==> config.mk <==
export PLATFORM = sky130hd
export DESIGN_NAME = dfarb_arbiter
export DESIGN_NICKNAME = d
export VERILOG_FILES = /design/src/verilog/dfarb_pkg.sv /design/src/verilog/dfarb_arbiter.sv
export SDC_FILE = /design/constraint.sdc
export NUM_CORES = 1
export LEC_CHECK = 0
export ABC_CLOCK_PERIOD_IN_PS = 1700
export BUFFER_PORTS_ARGS = -buffer_cell sky130_fd_sc_hd__buf_4
export CAP_MARGIN = 20
export CORE_MARGIN = 1.5
export CORE_UTILIZATION = 25
export DETAILED_ROUTE_END_ITERATION = 12
export MAX_ROUTING_LAYER = met4
export PLACE_DENSITY = 0.55
export SYNTH_ARGS = -nofsm -noshare
export SYNTH_HDL_FRONTEND = slang
export SYNTH_SLANG_ARGS = --single-unit
==> constraint.sdc <==
create_clock -name i_clk -period 1.7 [get_ports i_clk]
set_input_delay 0.34 -clock i_clk [delete_from_list [all_inputs] [get_ports i_clk]]
set_output_delay 0.34 -clock i_clk [all_outputs]
set_load 0.01 [all_outputs]
==> src/verilog/dfarb_pkg.sv <==
// Purpose: shared types and constants for the dual function request arbiter
// Assumes: all bus signals are synchronous to the pci clock
// Notes: internal requests and grants are active high, pins active low
package dfarb_pkg;

  // function index of each bus master
  localparam logic FUNC_VIDEO = 1'b0;
  localparam logic FUNC_AUDIO = 1'b1;

  // reset values of the arbiter state
  localparam logic RST_LOCKED = 1'b0;
  localparam logic RST_BUSY = 1'b0;
  localparam logic RST_OWNER = FUNC_VIDEO;
  localparam logic RST_MODE = 1'b0;

  // one bit per function, indexed by the function number
  typedef struct packed {
    logic audio;
    logic video;
  } dfarb_func_s;

  // pci bus phase signals, active low as on the pins
  typedef struct packed {
    logic frame_n;
    logic irdy_n;
  } dfarb_bus_s;

endpackage
==> src/verilog/dfarb_arbiter.sv <==
// Purpose: share one pci request/grant pair between video and audio dma
// Assumes: single pci clock domain, grant and bus phase already synchronous
// Notes: grant steering is combinational from the grant pin
`timescale 1ns/10ps
module dfarb_arbiter (
  input wire logic i_clk,
  input wire logic i_rst,
  input wire logic i_gnt_n,
  input wire dfarb_pkg::dfarb_bus_s i_bus,
  input wire dfarb_pkg::dfarb_func_s i_func_req,
  input wire logic i_chipset_request_lock_enable,
  input wire logic i_grant_gating_enable,
  output logic o_req_n,
  output dfarb_pkg::dfarb_func_s o_func_gnt
);

  logic lock_en_q;
  logic gate_en_q;
  logic locked_q;
  logic busy_q;
  logic owner_q;
  logic prev_sel_q;
  logic gnt_q;
  logic gnt;
  logic idle;
  logic start;
  logic sel_comb;
  logic sel;
  logic lock_active;
  logic req;
  logic gnt_int;
  logic [1:0] req_vec;

  assign gnt = ~i_gnt_n;
  assign idle = i_bus.frame_n & i_bus.irdy_n;
  assign req_vec = {i_func_req.audio, i_func_req.video};

  always_ff @(posedge i_clk or posedge i_rst) begin
    if (i_rst) begin
      lock_en_q <= dfarb_pkg::RST_MODE;
      gate_en_q <= dfarb_pkg::RST_MODE;
    end else begin
      lock_en_q <= i_chipset_request_lock_enable;
      gate_en_q <= i_grant_gating_enable;
    end
  end

  assign sel_comb = i_func_req.audio ? dfarb_pkg::FUNC_AUDIO : dfarb_pkg::FUNC_VIDEO;
  // normal mode: transaction begins when frame follows a grant
  assign start = ~lock_en_q & ~busy_q & gnt_q & ~i_bus.frame_n;

  always_comb begin
    if (lock_en_q) begin
      sel = locked_q ? owner_q : sel_comb;
    end else if (busy_q) begin
      sel = owner_q;
    end else if (start) begin
      sel = prev_sel_q;
    end else begin
      sel = sel_comb;
    end
  end

  assign lock_active = lock_en_q & (locked_q | gnt);

  always_comb begin
    if (lock_active) begin
      req = req_vec[sel];
    end else begin
      req = |req_vec;
    end
  end
  assign o_req_n = ~req;

  assign gnt_int = gnt & (~gate_en_q | req);

  always_comb begin
    o_func_gnt.video = gnt_int & (sel == dfarb_pkg::FUNC_VIDEO);
    o_func_gnt.audio = gnt_int & (sel == dfarb_pkg::FUNC_AUDIO);
  end

  always_ff @(posedge i_clk or posedge i_rst) begin
    if (i_rst) begin
      locked_q <= dfarb_pkg::RST_LOCKED;
    end else if (!lock_en_q) begin
      locked_q <= dfarb_pkg::RST_LOCKED;
    end else if (locked_q && idle) begin
      locked_q <= 1'b0;
    end else if (!locked_q && gnt) begin
      locked_q <= 1'b1;
    end
  end

  always_ff @(posedge i_clk or posedge i_rst) begin
    if (i_rst) begin
      busy_q <= dfarb_pkg::RST_BUSY;
    end else if (lock_en_q) begin
      busy_q <= dfarb_pkg::RST_BUSY;
    end else if (busy_q && idle) begin
      busy_q <= 1'b0;
    end else if (start) begin
      busy_q <= 1'b1;
    end
  end

  always_ff @(posedge i_clk or posedge i_rst) begin
    if (i_rst) begin
      owner_q <= dfarb_pkg::RST_OWNER;
      prev_sel_q <= dfarb_pkg::RST_OWNER;
      gnt_q <= 1'b0;
    end else begin
      prev_sel_q <= sel;
      gnt_q <= gnt;
      if (lock_en_q && !locked_q && gnt) begin
        owner_q <= sel;
      end else if (start) begin
        owner_q <= prev_sel_q;
      end
    end
  end

  property p_one_grant;
    @(posedge i_clk) disable iff (i_rst)
      !(o_func_gnt.video && o_func_gnt.audio);
  endproperty
  a_one_grant: assert property (p_one_grant) else $error("both functions granted");

  // parked grant follows request-free steering to video
  property p_park_video;
    @(posedge i_clk) disable iff (i_rst)
      (!gate_en_q && !locked_q && !busy_q && !start && gnt && req_vec == 2'h0)
        |-> (o_func_gnt.video && !o_func_gnt.audio);
  endproperty
  a_park_video: assert property (p_park_video) else $error("park not on video");

  // request pin is OR in normal mode
  property p_req_or;
    @(posedge i_clk) disable iff (i_rst)
      !lock_en_q |-> (o_req_n == !(i_func_req.video || i_func_req.audio));
  endproperty
  a_req_or: assert property (p_req_or) else $error("request pin not OR");

  // audio request wins an idle grant
  property p_audio_wins;
    @(posedge i_clk) disable iff (i_rst)
      (!lock_en_q && !busy_q && !start && gnt && i_func_req.audio) |-> o_func_gnt.audio;
  endproperty
  a_audio_wins: assert property (p_audio_wins) else $error("audio lost priority");

  property p_no_preempt;
    @(posedge i_clk) disable iff (i_rst)
      (busy_q && !idle && !$changed(lock_en_q)) |=> (!busy_q || $stable(owner_q));
  endproperty
  a_no_preempt: assert property (p_no_preempt) else $error("owner changed");

  // grant freezes decision one cycle later
  property p_freeze;
    @(posedge i_clk) disable iff (i_rst)
      (lock_en_q && i_chipset_request_lock_enable && !locked_q && gnt)
        |=> (locked_q && owner_q == $past(sel));
  endproperty
  a_freeze: assert property (p_freeze) else $error("decision not frozen");

  property p_owner_req;
    @(posedge i_clk) disable iff (i_rst)
      (lock_en_q && locked_q) |-> (o_req_n == !req_vec[owner_q]);
  endproperty
  a_owner_req: assert property (p_owner_req) else $error("other request leaked");

  property p_release;
    @(posedge i_clk) disable iff (i_rst)
      (locked_q && idle) |=> !locked_q;
  endproperty
  a_release: assert property (p_release) else $error("lock not released");

  property p_gate;
    @(posedge i_clk) disable iff (i_rst)
      (gate_en_q && o_req_n) |-> (o_func_gnt == 2'h0);
  endproperty
  a_gate: assert property (p_gate) else $error("grant passed without request");

  property p_mode_sample;
    @(posedge i_clk) disable iff (i_rst)
      1'b1 |=> (lock_en_q == $past(i_chipset_request_lock_enable));
  endproperty
  a_mode_sample: assert property (p_mode_sample) else $error("mode bit not sampled");

endmodule // dfarb_arbiter

==> summary.txt <==
Clock tree
  • Clk_lat worst skew: 0.25 ns
  • CTS clk-pin slew, worst paths: 0.05 ns
  • CTS root buf: clkbuf_4
  • CTS max path bufs: 2
  • CTS tree: built
  • Total CTS buffers: 3
  • CTS HTree Levels: 1
  • Hold buffer count at cts: 0
  • Clk sinks: 7

Timing
  • Final hold violation count: 0
  • Final period util: 108%
  • Worst Tran Pin Value: 0.333 ns
  • Unrepaired setup endpoints after global routing: true
  • Minimum hold slack: 0.0156 ns
  • Rel. slew slack: 77.5%
  • Post-Route Skew: 0.00616 ns
  • Final min period: 1.83 ns
  • Final setup violation count: 2
  • Slack of the critical path: -0.131 ns
  • Slew Viols, Final: 0
  • Fmax: 546 MHz

Power and ir drop
  • Power density over the cells: 785 nW/um^2
  • Worst vdd ir: 0.659 mV
  • LEAKAGE: 0.284 nW

Setup path
  • Crit path buf inv count: 3
  • CP Max Fanout: 4
  • CP required: 1.36 ns
  • Slowest CP cell: dfrtp_1
  • Crit end category: output port
  • Worst path arrival time: 1.49 ns
  • CP Cell Sequence: buf_6, a2111oi_4, buf_4, nor4b_2, buf_4
  • Worst path most repeated cell: buf_4
  • Setup crit start kind: flop
  • CP peak stage delay: 0.42 ns
  • Setup CP Type: flop to output port
  • Largest delay share family, worst path: buffers and inverters

Logic synthesis
  • Synthesized area: 394 sq um
  • Synth Area per Inst: 11.3 sq um
  • Syn_nets: 44
  • Total number of yosys warnings: 0
  • Cells after synthesis: 35
  • #FFs+latches synth: 7
  • Register area share after synthesis: 44.4%
  • Unique cell type count in the Yosys netlist: 20

Routing
  • Via density: 4.78
  • DR WL/cell: 11.7 um
  • Via count: 354
  • DRT iter0 DRCs: 1
  • Pre-antenna DRT Iters: 2
  • Final wirelength: 869 um
  • DRC: 0
  • Post-route ant nets: 0

Floorplanning
  • Core Area: 1490 sq um
  • # IOs: 12
  • Die Y: 42.7 um
  • Die Wd: 42.7 um
  • Die footprint: 1820 sq um
  • Row count: 14
  • Initial core utilization: 26.5%

Run status
  • Failing checks: negative setup slack
  • Run status: finished, violations left

Final layout
  • Final core utilization: 39.4%
  • Post-route design area: 587 sq um
  • Layout cells sized above 1: 43.1%
  • Filler Cell Count: 141
  • # diodes: 0
  • NumNets Final: 68
  • Post-Layout Cell Count: 74
  • Area grow syn2layout: 48.9%

GRT
  • Grt total ovfl: 0
  • Number of global-route vias before repair: 373
  • Largest net degree at the start of global routing: 8
  • Initial antenna violation count: 0
  • Total GRT Usage: 11.9%
  • First-pass GRT wire length: 1520 um

Worst hold path
  • Worst hold path class: input port to async pin

Placement
  • DP Cell Count: 63
  • DP HPWL: 612 um
  • Post-place instance area: 500 sq um
  • Final RePlAce weighted congestion: 0.747
  • Dpl ws: 0.000636 ns
  • Port Buffers: 11

Run
  • Max-cap viol count: 0
-- path summary, 6_finish.rpt --
| check | cells past startpoint | slack, ns | endpoint | startpoint |
|---|---|---|---|---|
| worst min register to register | 1 | 0.51 | busy_q | lock_en_q |
| min in group i_clk | 1 | 0.20 | gate_en_q | i_grant_gating_enable |
| worst min-delay path | 2 | 0.02 | busy_q | i_rst |
| max in group asynchronous | 2 | 1.48 | gnt_q | i_rst |
| worst max register to register | 4 | 0.35 | owner_q | lock_en_q |
| worst max-delay path | 5 | -0.13 | o_func_gnt[1] | lock_en_q |
-- flip-flops by register name, indices dropped and copies added, names as in the netlist --
name / cells
lock_en_q: 1
owner_q: 1
prev_sel_q: 1
gnt_q: 1
busy_q: 1
gate_en_q: 1
locked_q: 1
-- synth_stat cells --
master     n  area, sq um
o211ai_1   2         15.0
dfrtp_1    7          175
a21oi_1    1         5.00
o2111ai_1  1         8.76
nand2_1    1         3.75
inv_1      4         15.0
a2111oi_4  1         27.5
o21ai_0    2         10.0
nor4b_2    1         15.0
a31oi_1    1         6.26
buf_6      1         11.3
nor2_1     2         7.51
and3b_1    1         8.76
nor3b_1    1         7.51
a22o_1     1         8.76
nand2b_1   2         12.5
o211a_1    1         10.0
o21bai_1   1         7.51
mux2i_1    3         30.0
nor4b_1    1         8.76
-- where the power goes --
| part | internal (mW) | switching [mW] | leakage (nW) |
|---|---|---|---|
| registers | 0.183 | 0.0168 | 0.0839 |
| logic | 0.0680 | 0.0475 | 0.185 |
| clock network | 0.0892 | 0.0557 | 0.0150 |
| total | 0.340 | 0.120 | 0.284 |
-- logic make-up after synthesis --
kind of cell | count (synthesis) | share of synthesized area (%)
AOI/OAI and AO/OA | 11 | 25.1
DFF | 7 | 44.4
buffers and inverters | 5 | 6.67
and+or+nand+nor | 9 | 16.2
muxes | 3 | 7.62
-- cell type report --
type / count / area, sq um / share of cell area, %
Sequential cell: 7 / 175 / 29.9
Tap cell: 16 / 20.0 / 3.41
Timing Repair Buffer: 20 / 158 / 26.9
Inverter: 4 / 15.0 / 2.56
Clock buffer: 4 / 26.3 / 4.48
Multi-Input combinational cell: 23 / 193 / 32.8
-- metrics by stage --
step	total power, mW	TNS, ns
after global placement	0.295	0
after global routing	0.496	-0.369
after detailed placement	0.295	0
final	0.461	-0.199
after floorplan	0.254	0
after CTS	0.460	-0.192
-- cell usage in the layout (no fill, tap or decap), drive strengths merged, types with 2 or more instances in the layout --
master	instances
nor2	2
clkbuf	4
nand2b	2
o211ai	2
buf	20
dfrtp	7
mux2i	3
inv	4
o21ai	2
nor4b	2
-- routing by layer --
| layer | wire (um) | vias up | track usage [%] |
|---|---|---|---|
| met5 | 0 | - | - |
| met4 | 0 | 0 | 0 |
| met3 | 40 | 0 | 5.11 |
| met1 | 386 | 169 | 14.3 |
| li1 | - | 175 | - |
| met2 | 442 | 10 | 19.7 |
-- what timing repair did --
item | 4_1_cts | 5_1_grt
setup buffers | 6 | 1
pin swaps | 3 | 1
resized for setup | 2 | 1
setup endpoints to repair | 2 | 3
Note: power is estimated with default switching activity, not from simulation.
